File: config.mk
export PLATFORM = sky130hd
export DESIGN_NAME = ubg_baud_gen
export DESIGN_NICKNAME = d
export VERILOG_FILES = /design/src/core/ubg_pkg.sv /design/src/core/ubg_prescaler.sv /design/src/core/ubg_baud_gen.sv
export VERILOG_INCLUDE_DIRS = /design/src /design/src/core
export SDC_FILE = /design/constraint.sdc
export NUM_CORES = 1
export LEC_CHECK = 0
export ABC_AREA = 1
export BUFFER_PORTS_ARGS = -buffer_cell sky130_fd_sc_hd__buf_2
export CELL_PAD_IN_SITES_DETAIL_PLACEMENT = 0
export CELL_PAD_IN_SITES_GLOBAL_PLACEMENT = 1
export CORE_MARGIN = 10
export CORE_UTILIZATION = 47
export CTS_CLUSTER_SIZE = 40
export DETAILED_ROUTE_END_ITERATION = 8
export GPL_ROUTABILITY_DRIVEN = 0
export PLACE_DENSITY_LB_ADDON = 0.1
export SYNTH_ARGS = -nofsm -noshare
export SYNTH_HDL_FRONTEND = slang
export SYNTH_SLANG_ARGS = --single-unit
File: constraint.sdc
create_clock -name clock -period 3.8 [get_ports clock]
set_input_delay 0.19 -clock clock [delete_from_list [all_inputs] [get_ports clock]]
set_output_delay 0.19 -clock clock [all_outputs]
set_load 0.02 [all_outputs]
File: src/core/ubg_defines.svh
`ifndef UBG_DEFINES_SVH
`define UBG_DEFINES_SVH

// ==========================================
// Register map (byte addresses)
`define UBG_ADDR_PRESCALER   12'h000
`define UBG_ADDR_START       12'h004
`define UBG_ADDR_STOP        12'h008
`define UBG_ADDR_ENABLE      12'h00C
`define UBG_ADDR_MODE0       12'h010
`define UBG_ADDR_MODE1       12'h014
`define UBG_ADDR_DATA0       12'h018
`define UBG_ADDR_DATA1       12'h01C
`define UBG_ADDR_STATUS      12'h020

// ==========================================
// Field positions
`define UBG_PRS_LOW_LSB      0
`define UBG_PRS_HIGH_LSB     4
`define UBG_PRS_WIDTH        4
`define UBG_CKS_BIT          15
`define UBG_DIV_MSB          15
`define UBG_DIV_LSB          9

// ==========================================
// Reset values and minimum divider
`define UBG_RST_PRESCALER    8'h00
`define UBG_RST_MODE         16'h0020
`define UBG_RST_DATA         16'h0000
`define UBG_DIV_MIN          7'h02

`endif

File: src/core/ubg_pkg.sv
package ubg_pkg;
	typedef enum logic [1:0] {
		UBG_IDLE,
		UBG_RUN
	} ubg_state_t;
endpackage : ubg_pkg

File: src/core/ubg_prescaler.sv
`timescale 1ns/10ps
`include "ubg_defines.svh"

// ==========================================
// Free-running power-of-two enables
module ubg_prescaler #(
	parameter int STAGES = 16
) (
	input  wire logic              clock,
	input  wire logic              reset_n,
	output logic [STAGES-1:0]      tick
);
	logic [STAGES-2:0] count;
	logic [STAGES-2:0] next_count;
	logic [STAGES-1:0] next_tick;

	if (STAGES < 2) begin : g_bad_stages
		$error("ubg_prescaler: STAGES must be at least 2");
	end

	// Running AND of low count bits; a variable part-select would not elaborate
	always_comb begin
		logic carry;
		carry        = 1'b1;
		next_count   = count + 1'b1;
		next_tick[0] = 1'b1;
		for (int i = 1; i < STAGES; i++) begin
			carry        = carry & count[i-1];
			next_tick[i] = carry;
		end
	end

	always_ff @(posedge clock or negedge reset_n) begin
		if (!reset_n) begin
			count <= '0;
			tick  <= '0;
		end else begin
			count <= next_count;
			tick  <= next_tick;
		end
	end
endmodule : ubg_prescaler

File: src/core/ubg_baud_gen.sv
`timescale 1ns/10ps
`include "ubg_defines.svh"

// Function
// Bit rate is operation clock over divider plus one, halved.
// Divider comes from data register bits 15 down to 9, seven bits unsigned.
// Software writes divider only 2 to 127; zero and one forbidden.
// Operation clock chosen by mode bit 15 plus shared prescaler register.
// Select bit 0 uses low prescaler field: clock over two to p.
// Select bit 1 uses high field; low field then has no effect.
// Software stops all channels before changing system clock source.
// Receiver latches bits timed from the seven-bit divider ratio.
// Divider reloads on start, ticks every divider plus one operation clocks.
module ubg_baud_gen #(
	parameter int CHANNELS = 2
) (
	input  wire logic                 clock,
	input  wire logic                 reset_n,
	input  wire logic                 psel,
	input  wire logic                 penable,
	input  wire logic                 pwrite,
	input  wire logic [11:0]          paddr,
	input  wire logic [31:0]          pwdata,
	output logic      [31:0]          prdata,
	output logic                      pready,
	output logic                      pslverr,
	output logic      [CHANNELS-1:0]  half_bit_tick,
	output logic      [CHANNELS-1:0]  bit_tick,
	output logic      [CHANNELS-1:0]  channel_enabled
);
	localparam int STAGES = 16;

	if (CHANNELS < 1 || CHANNELS > 2) begin : g_bad_channels
		$error("ubg_baud_gen: CHANNELS must be 1 or 2");
	end

	// ==========================================
	// Registers
	logic [7:0]          prescaler_select_reg;
	logic [15:0]         channel_mode_reg [CHANNELS];
	logic [15:0]         channel_serial_data_reg [CHANNELS];
	logic [CHANNELS-1:0] enable_state;
	logic [CHANNELS-1:0] start_req;
	logic [7:0]          next_prescaler_select_reg;
	logic [15:0]         next_channel_mode_reg [CHANNELS];
	logic [15:0]         next_channel_serial_data_reg [CHANNELS];
	logic [CHANNELS-1:0] next_enable_state;
	logic [CHANNELS-1:0] next_start_req;
	logic [31:0]         next_prdata;
	logic                next_pready;
	logic                next_pslverr;
	logic                access;
	logic [STAGES-1:0]   prs_tick;

	function automatic logic [31:0] zext16(input logic [15:0] v);
		return {16'h0000, v};
	endfunction : zext16

	// Pick the enable of one channel's operation clock
	function automatic logic op_clock_en(input logic cks, input logic [7:0] prs,
	                                     input logic [STAGES-1:0] t);
		logic [3:0] sel;
		sel = cks ? prs[`UBG_PRS_HIGH_LSB +: `UBG_PRS_WIDTH]
		          : prs[`UBG_PRS_LOW_LSB +: `UBG_PRS_WIDTH];
		return t[sel];
	endfunction : op_clock_en

	ubg_prescaler #(
		.STAGES (STAGES)
	) u_prescaler (
		.clock   (clock),
		.reset_n (reset_n),
		.tick    (prs_tick)
	);

	// ==========================================
	// APB slave, one wait state
	assign access = psel && penable && !pready;

	always_comb begin
		next_prescaler_select_reg = prescaler_select_reg;
		next_enable_state         = enable_state;
		next_start_req            = '0;
		next_prdata               = 32'h0000_0000;
		next_pready               = access;
		next_pslverr              = 1'b0;
		for (int c = 0; c < CHANNELS; c++) begin
			next_channel_mode_reg[c]        = channel_mode_reg[c];
			next_channel_serial_data_reg[c] = channel_serial_data_reg[c];
		end
		if (access) begin
			if (paddr == `UBG_ADDR_PRESCALER) begin
				if (pwrite) next_prescaler_select_reg = pwdata[7:0];
				next_prdata = {24'h00_0000, prescaler_select_reg};
			end else if (paddr == `UBG_ADDR_START) begin
				if (pwrite) begin
					next_start_req    = pwdata[CHANNELS-1:0];
					next_enable_state = enable_state | pwdata[CHANNELS-1:0];
				end
			end else if (paddr == `UBG_ADDR_STOP) begin
				if (pwrite) next_enable_state = enable_state & ~pwdata[CHANNELS-1:0];
			end else if (paddr == `UBG_ADDR_ENABLE) begin
				next_prdata[CHANNELS-1:0] = enable_state;
			end else if (paddr == `UBG_ADDR_MODE0) begin
				if (pwrite) next_channel_mode_reg[0] = pwdata[15:0];
				next_prdata = zext16(channel_mode_reg[0]);
			end else if (paddr == `UBG_ADDR_MODE1 && CHANNELS > 1) begin
				if (pwrite) next_channel_mode_reg[CHANNELS-1] = pwdata[15:0];
				next_prdata = zext16(channel_mode_reg[CHANNELS-1]);
			end else if (paddr == `UBG_ADDR_DATA0) begin
				if (pwrite) next_channel_serial_data_reg[0] = pwdata[15:0];
				next_prdata = zext16(channel_serial_data_reg[0]);
			end else if (paddr == `UBG_ADDR_DATA1 && CHANNELS > 1) begin
				if (pwrite) next_channel_serial_data_reg[CHANNELS-1] = pwdata[15:0];
				next_prdata = zext16(channel_serial_data_reg[CHANNELS-1]);
			end else if (paddr == `UBG_ADDR_STATUS) begin
				next_prdata[CHANNELS-1:0] = half_bit_tick | bit_tick;
			end else begin
				// Unmapped: error response, no state change
				next_pslverr = 1'b1;
			end
		end
	end

	always_ff @(posedge clock or negedge reset_n) begin
		if (!reset_n) begin
			prescaler_select_reg <= `UBG_RST_PRESCALER;
			enable_state         <= '0;
			start_req            <= '0;
			prdata               <= 32'h0000_0000;
			pready               <= 1'b0;
			pslverr              <= 1'b0;
			for (int c = 0; c < CHANNELS; c++) begin
				channel_mode_reg[c]        <= `UBG_RST_MODE;
				channel_serial_data_reg[c] <= `UBG_RST_DATA;
			end
		end else begin
			prescaler_select_reg <= next_prescaler_select_reg;
			enable_state         <= next_enable_state;
			start_req            <= next_start_req;
			prdata               <= next_prdata;
			pready               <= next_pready;
			pslverr              <= next_pslverr;
			for (int c = 0; c < CHANNELS; c++) begin
				channel_mode_reg[c]        <= next_channel_mode_reg[c];
				channel_serial_data_reg[c] <= next_channel_serial_data_reg[c];
			end
		end
	end

	// ==========================================
	// Per-channel baud divider
	// Forbidden divider codes are not clamped; software must avoid them
	ubg_pkg::ubg_state_t state [CHANNELS];
	ubg_pkg::ubg_state_t next_state [CHANNELS];
	logic [6:0]          div_count [CHANNELS];
	logic [6:0]          next_div_count [CHANNELS];
	logic [CHANNELS-1:0] phase;
	logic [CHANNELS-1:0] next_phase;
	logic [CHANNELS-1:0] next_half_bit_tick;
	logic [CHANNELS-1:0] next_bit_tick;

	always_comb begin
		for (int c = 0; c < CHANNELS; c++) begin
			logic [6:0] div;
			logic       en;
			div = channel_serial_data_reg[c][`UBG_DIV_MSB:`UBG_DIV_LSB];
			en  = op_clock_en(channel_mode_reg[c][`UBG_CKS_BIT],
			                  prescaler_select_reg, prs_tick);
			next_state[c]         = state[c];
			next_div_count[c]     = div_count[c];
			next_phase[c]         = phase[c];
			next_half_bit_tick[c] = 1'b0;
			next_bit_tick[c]      = 1'b0;
			case (state[c])
				ubg_pkg::UBG_IDLE: begin
					if (start_req[c]) begin
						next_state[c]     = ubg_pkg::UBG_RUN;
						next_div_count[c] = div;
						next_phase[c]     = 1'b0;
					end
				end
				ubg_pkg::UBG_RUN: begin
					if (!enable_state[c]) begin
						next_state[c] = ubg_pkg::UBG_IDLE;
					end else if (start_req[c]) begin
						next_div_count[c] = div;
						next_phase[c]     = 1'b0;
					end else if (en) begin
						if (div_count[c] == 7'h00) begin
							// Half-bit every div+1 operation clocks; two make a bit
							next_div_count[c]     = div;
							next_half_bit_tick[c] = 1'b1;
							next_bit_tick[c]      = phase[c];
							next_phase[c]         = ~phase[c];
						end else begin
							next_div_count[c] = div_count[c] - 7'h01;
						end
					end
				end
				default: next_state[c] = ubg_pkg::UBG_IDLE;
			endcase
		end
	end

	always_ff @(posedge clock or negedge reset_n) begin
		if (!reset_n) begin
			phase           <= '0;
			half_bit_tick   <= '0;
			bit_tick        <= '0;
			channel_enabled <= '0;
			for (int c = 0; c < CHANNELS; c++) begin
				state[c]     <= ubg_pkg::UBG_IDLE;
				div_count[c] <= 7'h00;
			end
		end else begin
			phase           <= next_phase;
			half_bit_tick   <= next_half_bit_tick;
			bit_tick        <= next_bit_tick;
			channel_enabled <= enable_state;
			for (int c = 0; c < CHANNELS; c++) begin
				state[c]     <= next_state[c];
				div_count[c] <= next_div_count[c];
			end
		end
	end
endmodule : ubg_baud_gen

==> impl_results.html, run 1 <==
<table>
<tr><th>Metric</th><th>Value</th></tr>
<tr><th colspan="2">CTS</th></tr>
<tr><td>Post-CTS setup-driven buffer insertion count</td><td>0</td></tr>
<tr><td>Clk_lat worst skew</td><td>0.42 ns</td></tr>
<tr><td>CTS tree</td><td>yes</td></tr>
<tr><td>Clock root buffer master</td><td>sky130_fd_sc_hd__clkbuf_16</td></tr>
<tr><td>CTS HTree Levels</td><td>4</td></tr>
<tr><td>Number of buffers between clock root and the deepest sink</td><td>2</td></tr>
<tr><td>TritonCTS Buffers</td><td>17</td></tr>
<tr><td>Clock-pin slew reported for the worst setup and hold paths after clock tree synthesis</td><td>0.06 ns</td></tr>
<tr><td>CTS sink cnt</td><td>149</td></tr>
<tr><th colspan="2">Layout</th></tr>
<tr><td>Count of inserted antenna diode cells</td><td>0</td></tr>
<tr><td>Area added between synthesis and finish</td><td>14.0%</td></tr>
<tr><td>Most used cells in the layout excluding fill and tap cells</td><td>sky130_fd_sc_hd__nand2_1, sky130_fd_sc_hd__dfrtp_1, sky130_fd_sc_hd__inv_1</td></tr>
<tr><td>Total area of multi-input combinational cells</td><td>2870 um2</td></tr>
<tr><td>Fill cell count</td><td>1401</td></tr>
<tr><td>Post-Layout Cell Count</td><td>1118</td></tr>
<tr><td>Final cell utilization of the core</td><td>54.6%</td></tr>
<tr><td>Post-Layout Inst Area</td><td>8260 um2</td></tr>
<tr><td>Share of final-layout standard cells stronger than drive strength 1</td><td>15.7%</td></tr>
<tr><td>Most frequent standard cell in the layout excluding fill and tap cells</td><td>sky130_fd_sc_hd__nand2_1</td></tr>
<tr><td>Register area</td><td>3730 um2</td></tr>
<tr><td>Net count reported at finish</td><td>970</td></tr>
<tr><th colspan="2">Power and ir drop</th></tr>
<tr><td>Switching fraction of total power</td><td>21.3%</td></tr>
<tr><td>Clock power frac</td><td>50.2%</td></tr>
<tr><td>P_sw</td><td>0.736 mW</td></tr>
<tr><td>VDD IR max</td><td>0.314 mV</td></tr>
<tr><td>Cell-internal power</td><td>2.73 mW</td></tr>
<tr><td>Pwr dens</td><td>419 nW/um2</td></tr>
<tr><td>Sequential share of power</td><td>46.0%</td></tr>
<tr><td>Combinational fraction of design power</td><td>3.8%</td></tr>
<tr><td>Leakage power figure</td><td>4.09 nW</td></tr>
<tr><th colspan="2">STA</th></tr>
<tr><td>Final count of pins violating max slew</td><td>0</td></tr>
<tr><td>Maximum operating frequency</td><td>379 MHz</td></tr>
<tr><td>Minimum clock period</td><td>2.64 ns</td></tr>
<tr><td>Number of failing hold endpoints at the final stage</td><td>0</td></tr>
<tr><td>Max transition margin</td><td>26.2%</td></tr>
<tr><td>RSZ-0062 raised after global routing</td><td>no</td></tr>
<tr><td>Final clock skew</td><td>0.00554 ns</td></tr>
<tr><td>Final setup violation count</td><td>0</td></tr>
<tr><td>Setup Total Neg Slack</td><td>0 ns</td></tr>
<tr><td>Transition time at the pin with the least slew margin</td><td>1.10 ns</td></tr>
<tr><td>Final clock period utilization by the worst path</td><td>69.3%</td></tr>
<tr><th colspan="2">Worst setup path</th></tr>
<tr><td>CP arrival</td><td>2.94 ns</td></tr>
<tr><td>Kind of end point of the critical path</td><td>flip-flop</td></tr>
<tr><td>Type of the worst setup path</td><td>flip-flop to flip-flop</td></tr>
<tr><td>Library cell contributing the largest single delay on the critical path</td><td>sky130_fd_sc_hd__nand2_1</td></tr>
<tr><td>Cells traversed along the worst timing path</td><td>nor2_4 -&gt; inv_2 -&gt; nor2_1 -&gt; nand2_1 -&gt; o21ai_0</td></tr>
<tr><td>Crit Path Max Fanout</td><td>32</td></tr>
<tr><td>Critical Path RT</td><td>4.11 ns</td></tr>
<tr><td>Kind of start point of the critical path</td><td>flip-flop</td></tr>
<tr><td>Biggest cell delay along the critical path</td><td>0.77 ns</td></tr>
<tr><th colspan="2">Die</th></tr>
<tr><td>Initial core utilization</td><td>47.8%</td></tr>
<tr><td>Die width</td><td>144 um</td></tr>
<tr><td>I/O pin cnt</td><td>89</td></tr>
<tr><td>Total die area</td><td>20800 um2</td></tr>
<tr><td>Count of standard-cell rows</td><td>45</td></tr>
<tr><td>Y dimension of the die</td><td>144 um</td></tr>
<tr><td>Area inside the core boundary</td><td>15100 um2</td></tr>
<tr><th colspan="2">Global route</th></tr>
<tr><td>Vias in the first global route</td><td>5630</td></tr>
<tr><td>Largest net degree at the start of global routing</td><td>100</td></tr>
<tr><td>GR Util All Layers</td><td>17.8%</td></tr>
<tr><td>Global route overflow</td><td>0</td></tr>
<tr><td>Global-route wire length before repair</td><td>29200 um</td></tr>
<tr><td>Initial antenna violation count</td><td>0</td></tr>
<tr><th colspan="2">Synth</th></tr>
<tr><td>Sequential share of the synthesized area</td><td>51.5%</td></tr>
<tr><td>Number of synthesized register bits</td><td>149</td></tr>
<tr><td>Warnings, synthesis</td><td>0</td></tr>
<tr><td>Top cells by area, synth</td><td>sky130_fd_sc_hd__dfrtp_1, sky130_fd_sc_hd__nand2_1, sky130_fd_sc_hd__inv_1</td></tr>
<tr><td>Post-synthesis instance area</td><td>7250 um2</td></tr>
<tr><td>Library cells used by synthesis</td><td>40</td></tr>
<tr><td>Synthesized instance count</td><td>856</td></tr>
<tr><td>Synth area leader</td><td>sky130_fd_sc_hd__dfrtp_1</td></tr>
<tr><td>Fraction of synthesized cell area taken by the top area cell type</td><td>50.8%</td></tr>
<tr><td>Mean instance size in the synthesized netlist</td><td>8.47 um2</td></tr>
<tr><th colspan="2">Route</th></tr>
<tr><td>Vias per cell</td><td>5.17</td></tr>
<tr><td>Post-route DRC</td><td>0</td></tr>
<tr><td>Pre-Repair DR Iteration Count</td><td>5</td></tr>
<tr><td>DR iter-0 viols</td><td>435</td></tr>
<tr><td>Post-DR wirelength/cell</td><td>16.0 um</td></tr>
<tr><td>Routed vias</td><td>5778</td></tr>
<tr><td>Antenna violation net count after detailed routing</td><td>0</td></tr>
<tr><td>DRT Wirelength</td><td>17900 um</td></tr>
<tr><th colspan="2">Run status</th></tr>
<tr><td>Result of the run</td><td>complete, no violations</td></tr>
<tr><th colspan="2">Placement</th></tr>
<tr><td>Placed wire-length estimate after detailed placement</td><td>12800 um</td></tr>
<tr><td>Instance count after placement with tap cells included</td><td>1079</td></tr>
<tr><td>Area post-placement</td><td>7580 um2</td></tr>
<tr><td>Port buffer count</td><td>56</td></tr>
<tr><th colspan="2">Hold path</th></tr>
<tr><td>Min-delay worst type</td><td>input port to flip-flop</td></tr>
<tr><th colspan="2">Run</th></tr>
<tr><td>Count of max-cap constraint violations</td><td>0</td></tr>
</table>
worst max-delay path: cells and delay by family, from the launching register on:
kind | cells | cell delay [ns]
buffers and inverters | 1 | 0.16
and+or+nand+nor | 3 | 1.46
DFF | 1 | 0.40
AOI/OAI and AO/OA | 1 | 0.50
synth_stat cells:
| cell type | count |
|---|---|
| sky130_fd_sc_hd__o211ai_1 | 8 |
| sky130_fd_sc_hd__nand3b_1 | 5 |
| sky130_fd_sc_hd__nand2_2 | 14 |
| sky130_fd_sc_hd__nand2_1 | 203 |
| sky130_fd_sc_hd__nor3b_1 | 1 |
| sky130_fd_sc_hd__xnor2_1 | 8 |
| sky130_fd_sc_hd__o21ai_0 | 56 |
| sky130_fd_sc_hd__nand3_1 | 70 |
| sky130_fd_sc_hd__nand2_4 | 5 |
| sky130_fd_sc_hd__mux2_2 | 1 |
| sky130_fd_sc_hd__clkinv_1 | 1 |
| sky130_fd_sc_hd__buf_4 | 21 |
| sky130_fd_sc_hd__xor2_1 | 10 |
| sky130_fd_sc_hd__o22ai_1 | 12 |
| sky130_fd_sc_hd__mux2i_1 | 3 |
| sky130_fd_sc_hd__nor2_1 | 37 |
| sky130_fd_sc_hd__dfstp_2 | 2 |
| sky130_fd_sc_hd__ha_1 | 4 |
| sky130_fd_sc_hd__o21ai_1 | 44 |
| sky130_fd_sc_hd__dfrtp_1 | 147 |
| sky130_fd_sc_hd__buf_2 | 10 |
| sky130_fd_sc_hd__nor4_2 | 1 |
| sky130_fd_sc_hd__nor2_2 | 5 |
| sky130_fd_sc_hd__nor2_4 | 3 |
| sky130_fd_sc_hd__conb_1 | 2 |
| sky130_fd_sc_hd__nand4_2 | 1 |
| sky130_fd_sc_hd__nor3_2 | 2 |
| sky130_fd_sc_hd__buf_8 | 1 |
| sky130_fd_sc_hd__o21ai_2 | 9 |
| sky130_fd_sc_hd__nor3_4 | 1 |
| sky130_fd_sc_hd__nor4_1 | 4 |
| sky130_fd_sc_hd__buf_6 | 2 |
| sky130_fd_sc_hd__a211oi_1 | 2 |
| sky130_fd_sc_hd__inv_1 | 105 |
| sky130_fd_sc_hd__clkbuf_1 | 4 |
| sky130_fd_sc_hd__nor3_1 | 15 |
| sky130_fd_sc_hd__nand4_1 | 7 |
| sky130_fd_sc_hd__a21oi_1 | 14 |
| sky130_fd_sc_hd__nand3_2 | 5 |
| sky130_fd_sc_hd__inv_2 | 11 |
power by group through the flow:
stage / Clock, mW / Combinational (mW) / Sequential, mW
after floorplan: 0 / 0.0666 / 1.62
after global placement: 0 / 0.124 / 1.62
after detailed placement: 0 / 0.127 / 1.62
after CTS: 1.76 / 0.133 / 1.59
after global routing: 1.84 / 0.150 / 1.59
final: 1.74 / 0.131 / 1.59
stage by stage:
| stage | setup slack, ns | hold WS [ns] | power, mW |
|---|---|---|---|
| 4_1_cts | 1.23 | 0.000143 | 3.49 |
| 5_1_grt | 1.04 | 0.0103 | 3.58 |
| 6_report | 1.16 | 0.00760 | 3.46 |
| 3_5_place_dp | 1.31 | 0.354 | 1.75 |
| 3_3_place_gp | 1.33 | 0.341 | 1.75 |
| 2_1_floorplan | 2.12 | -0.106 | 1.69 |
layout make-up:
class | count | share of cell area (%)
clock buffers | 25 | 6.00
inverters | 117 | 5.31
multi-input cells | 567 | 34.8
well taps | 188 | 2.85
repair buffers | 65 | 4.50
clock inverters | 7 | 1.44
flip-flops and latches | 149 | 45.1
metal layers:
layer	vias to the layer above	global-route usage (%)	wire (um)
li1	2864	-	-
met1	2764	24.2	8460
met2	139	28.2	8320
met3	11	3.97	944
met4	0	4.89	143
met5	-	0	0
logic make-up (layout without fill, tap and decap cells):
group / Yosys count / in the layout / share of synthesized area [%]
XOR/XNOR: 18 / 18 / 2.18
buffers and inverters: 155 / 214 / 9.65
AO/OA/AOI/OAI: 145 / 145 / 11.0
flip-flops: 149 / 149 / 51.5
adder cells (fa/ha/maj): 4 / 4 / 0.691
AND/OR/NAND/NOR: 379 / 379 / 24.3
multiplexers: 4 / 4 / 0.570
other: 2 / 17 / 0.104
path summary, 6_finish.rpt:
check / slack [ns] / to / startpoint / cells past startpoint
worst max register to register: 1.16 / channel_mode_reg[21] / pready / 5
worst max-delay path: 1.16 / channel_mode_reg[21] / pready / 5
min in group asynchronous: 0.42 / channel_enabled[0] / reset_n / 2
worst min register to register: 0.43 / channel_enabled[1] / flip-flop / 0
max in group asynchronous: 2.42 / channel_mode_reg[5] / reset_n / 3
worst min-delay path: 0.008 / channel_serial_data_reg[7] / pwdata[7] / 3
repair_timing:
| item | CTS | global route |
|---|---|---|
| resized for setup | 0 | 0 |
| endpoints found under the hold margin | 103 | 0 |
| hold buffers | 7 | 0 |
(Power assumes the default switching activity.)
==> run 2, diff against run 1 <==
Settings changed: CORE_UTILIZATION 47 to 44.
Clock period 3.8 ns to 2.5 ns, I/O delays scaled along.
==> run 2 against run 1 <==
Net effect:
- worst setup slack worse by 0.65 ns
- sequential cell count is the same
- final cell count up 4.5%
- sequential power increased by 52%
- non-clock buffer count is 22 higher
- wire length is 3.6% higher
- worst hold slack better by 0.090 ns
- clock-buffer cell count shrank 4
- die area rose by 5.9%
- highest routed layer unchanged
==> impl_results.html, run 2 (synthesis results as in run 1) <==
<table>
<tr><th>Metric</th><th>Value</th></tr>
<tr><th colspan="2">Power and ir drop</th></tr>
<tr><td>Leakage power figure</td><td>4.20 nW</td></tr>
<tr><td>Switching fraction of total power</td><td>21.7%</td></tr>
<tr><td>Combinational fraction of design power</td><td>4.0%</td></tr>
<tr><td>Pwr dens</td><td>634 nW/um2</td></tr>
<tr><td>VDD IR max</td><td>0.426 mV</td></tr>
<tr><td>Clock power frac</td><td>51.2%</td></tr>
<tr><td>P_sw</td><td>1.17 mW</td></tr>
<tr><td>Sequential share of power</td><td>44.8%</td></tr>
<tr><td>Cell-internal power</td><td>4.24 mW</td></tr>
<tr><th colspan="2">Route</th></tr>
<tr><td>DRT Wirelength</td><td>18500 um</td></tr>
<tr><td>Antenna violation net count after detailed routing</td><td>0</td></tr>
<tr><td>Post-route DRC</td><td>0</td></tr>
<tr><td>Pre-Repair DR Iteration Count</td><td>7</td></tr>
<tr><td>Routed vias</td><td>5813</td></tr>
<tr><td>Post-DR wirelength/cell</td><td>15.8 um</td></tr>
<tr><td>Vias per cell</td><td>4.98</td></tr>
<tr><td>DR iter-0 viols</td><td>355</td></tr>
<tr><th colspan="2">CTS</th></tr>
<tr><td>Clk_lat worst skew</td><td>0.43 ns</td></tr>
<tr><td>Number of buffers between clock root and the deepest sink</td><td>2</td></tr>
<tr><td>CTS tree</td><td>yes</td></tr>
<tr><td>Clock root buffer master</td><td>sky130_fd_sc_hd__clkbuf_16</td></tr>
<tr><td>CTS HTree Levels</td><td>4</td></tr>
<tr><td>Clock-pin slew reported for the worst setup and hold paths after clock tree synthesis</td><td>0.06 ns</td></tr>
<tr><td>TritonCTS Buffers</td><td>17</td></tr>
<tr><td>CTS sink cnt</td><td>149</td></tr>
<tr><th colspan="2">Global route</th></tr>
<tr><td>GR Util All Layers</td><td>17.5%</td></tr>
<tr><td>Global-route wire length before repair</td><td>30700 um</td></tr>
<tr><td>Global route overflow</td><td>0</td></tr>
<tr><td>Initial antenna violation count</td><td>0</td></tr>
<tr><td>Vias in the first global route</td><td>5770</td></tr>
<tr><td>Largest net degree at the start of global routing</td><td>51</td></tr>
<tr><th colspan="2">Placement</th></tr>
<tr><td>Port buffer count</td><td>56</td></tr>
<tr><td>Placed wire-length estimate after detailed placement</td><td>13500 um</td></tr>
<tr><td>Minimum setup slack after placement</td><td>0.521 ns</td></tr>
<tr><th colspan="2">Worst setup path</th></tr>
<tr><td>Type of the worst setup path</td><td>flip-flop to flip-flop</td></tr>
<tr><td>Crit Path Max Fanout</td><td>13</td></tr>
<tr><td>CP arrival</td><td>2.30 ns</td></tr>
<tr><td>Kind of start point of the critical path</td><td>flip-flop</td></tr>
<tr><td>Worst R2R Setup Slack</td><td>0.51 ns</td></tr>
<tr><td>Launching point of the worst reg2reg path</td><td>channel_mode_reg[31]</td></tr>
<tr><td>Worst r2r path cells</td><td>11</td></tr>
<tr><td>Critical Path RT</td><td>2.81 ns</td></tr>
<tr><td>Kind of end point of the critical path</td><td>flip-flop</td></tr>
<tr><td>FF-to-FF End</td><td>div_count[8]</td></tr>
<tr><td>Startpoint of the most critical setup path</td><td>channel_mode_reg[31]</td></tr>
<tr><td>End of the critical path</td><td>div_count[8]</td></tr>
<tr><th colspan="2">Layout</th></tr>
<tr><td>Register area</td><td>3730 um2</td></tr>
<tr><td>Fill cell count</td><td>1569</td></tr>
<tr><td>Most used cells in the layout excluding fill and tap cells</td><td>sky130_fd_sc_hd__nand2_1, sky130_fd_sc_hd__dfrtp_1, sky130_fd_sc_hd__inv_1</td></tr>
<tr><td>Count of inserted antenna diode cells</td><td>0</td></tr>
<tr><td>Net count reported at finish</td><td>992</td></tr>
<tr><td>Total area of multi-input combinational cells</td><td>2870 um2</td></tr>
<tr><td>Area added between synthesis and finish</td><td>17.7%</td></tr>
<tr><td>Share of final-layout standard cells stronger than drive strength 1</td><td>16.9%</td></tr>
<tr><td>Most frequent standard cell in the layout excluding fill and tap cells</td><td>sky130_fd_sc_hd__nand2_1</td></tr>
<tr><td>Final cell utilization of the core</td><td>53.3%</td></tr>
<tr><th colspan="2">STA</th></tr>
<tr><td>RSZ-0062 raised after global routing</td><td>no</td></tr>
<tr><td>Max transition margin</td><td>60.5%</td></tr>
<tr><td>Worst hold slack</td><td>0.0974 ns</td></tr>
<tr><td>Final worst setup slack</td><td>0.514 ns</td></tr>
<tr><td>Minimum clock period</td><td>1.99 ns</td></tr>
<tr><td>Number of failing hold endpoints at the final stage</td><td>0</td></tr>
<tr><td>Transition time at the pin with the least slew margin</td><td>0.589 ns</td></tr>
<tr><td>Final count of pins violating max slew</td><td>0</td></tr>
<tr><td>Setup Total Neg Slack</td><td>0 ns</td></tr>
<tr><td>Final clock period utilization by the worst path</td><td>79.4%</td></tr>
<tr><td>Final clock skew</td><td>0.00391 ns</td></tr>
<tr><td>Final setup violation count</td><td>0</td></tr>
<tr><td>Maximum operating frequency</td><td>503 MHz</td></tr>
<tr><th colspan="2">Die</th></tr>
<tr><td>Area inside the core boundary</td><td>16000 um2</td></tr>
<tr><td>I/O pin cnt</td><td>89</td></tr>
<tr><td>Initial core utilization</td><td>45.3%</td></tr>
<tr><td>Die width</td><td>148 um</td></tr>
<tr><td>Y dimension of the die</td><td>148 um</td></tr>
<tr><td>Total die area</td><td>22000 um2</td></tr>
<tr><td>Count of standard-cell rows</td><td>46</td></tr>
<tr><th colspan="2">Run</th></tr>
<tr><td>Count of max-cap constraint violations</td><td>0</td></tr>
<tr><th colspan="2">Run status</th></tr>
<tr><td>Result of the run</td><td>complete, no violations</td></tr>
<tr><th colspan="2">Hold path</th></tr>
<tr><td>Min-delay worst type</td><td>input port to flip-flop</td></tr>
</table>
[run 2: cell types whose count changed in the layout (fill, tap and decap cells not counted), sizes merged]
cell,previous run,this run
clkbuf,25,21
inv,116,118
clkinv,3,4
buf,58,70
dlygate4sd3,7,17
bufinv,3,4
[run 2: power groups by stage]
stage	Sequential [mW]	Combinational [mW]	Clock (mW)
after floorplan	2.47	0.101	0
after global placement	2.47	0.197	0
after detailed placement	2.47	0.200	0
after CTS	2.42	0.221	2.83
after global routing	2.42	0.246	2.93
final	2.42	0.217	2.77
[run 2: repair_timing]
action                                  4_1_cts  5_1_grt
setup buffers                                 0        0
hold endpoints to repair                     70        0
endpoints found under the setup margin        0        0
hold buffers                                 17        0
gates resized for setup                       0        0
[run 2: how the worst min path moves through the flow]
| stage | slack [ns] | to | cells after the start | from |
|---|---|---|---|---|
| after global placement | 0.09 | channel_mode_reg[16] | 1 | reset_n |
| after CTS | 0.08 | start_req[1] | 4 | paddr[4] |
| final | 0.1 | start_req[1] | 4 | paddr[4] |
| after detailed placement | 0.11 | pready | 1 | reset_n |
| after floorplan | -0.17 | asynchronous set/reset pin | 0 | reset_n |
| after global routing | 0.11 | start_req[1] | 4 | paddr[4] |
[run 2: stage by stage]
stage,cell area [um2],instances,power (mW)
after floorplan,7300,871,2.57
after global placement,7720,1119,2.66
after detailed placement,7720,1119,2.67
after CTS,8530,1168,5.47
after global routing,8530,1168,5.60
final,8530,1168,5.41
[run 2: area by class of cell]
class,instances,share of cell area (%)
multi-input combinational,567,33.7
inverter,117,5.15
timing repair buffer,87,6.73
tap,216,3.17
clock buffer,21,5.52
clock inverter,11,2.01
sequential,149,43.7
[run 2: worst max-delay path, stage by stage, from the launching register on]
cell and delay, ns:
sky130_fd_sc_hd__dfrtp_1 0.63, sky130_fd_sc_hd__nand2_2 0.24, sky130_fd_sc_hd__nand2_4 0.15, sky130_fd_sc_hd__nand2_1 0.06, sky130_fd_sc_hd__nand3_1 0.07, sky130_fd_sc_hd__nand3_1 0.08
sky130_fd_sc_hd__nand3_1 0.09, sky130_fd_sc_hd__nand2_2 0.11, sky130_fd_sc_hd__nand2_4 0.12, sky130_fd_sc_hd__nand2_4 0.12, sky130_fd_sc_hd__nand2_1 0.12, sky130_fd_sc_hd__o21ai_2 0.05
[run 2: layer usage]
layer  up-vias  part of all wire (%)  wire [um]  GRT usage, %
met5         -                     0          0             0
met4         0                   1.2        229          4.71
met3        19                   6.0       1110          4.95
met2       167                    46       8590          27.3
met1      2708                    46       8580          23.4
li1       2919                     -          -             -
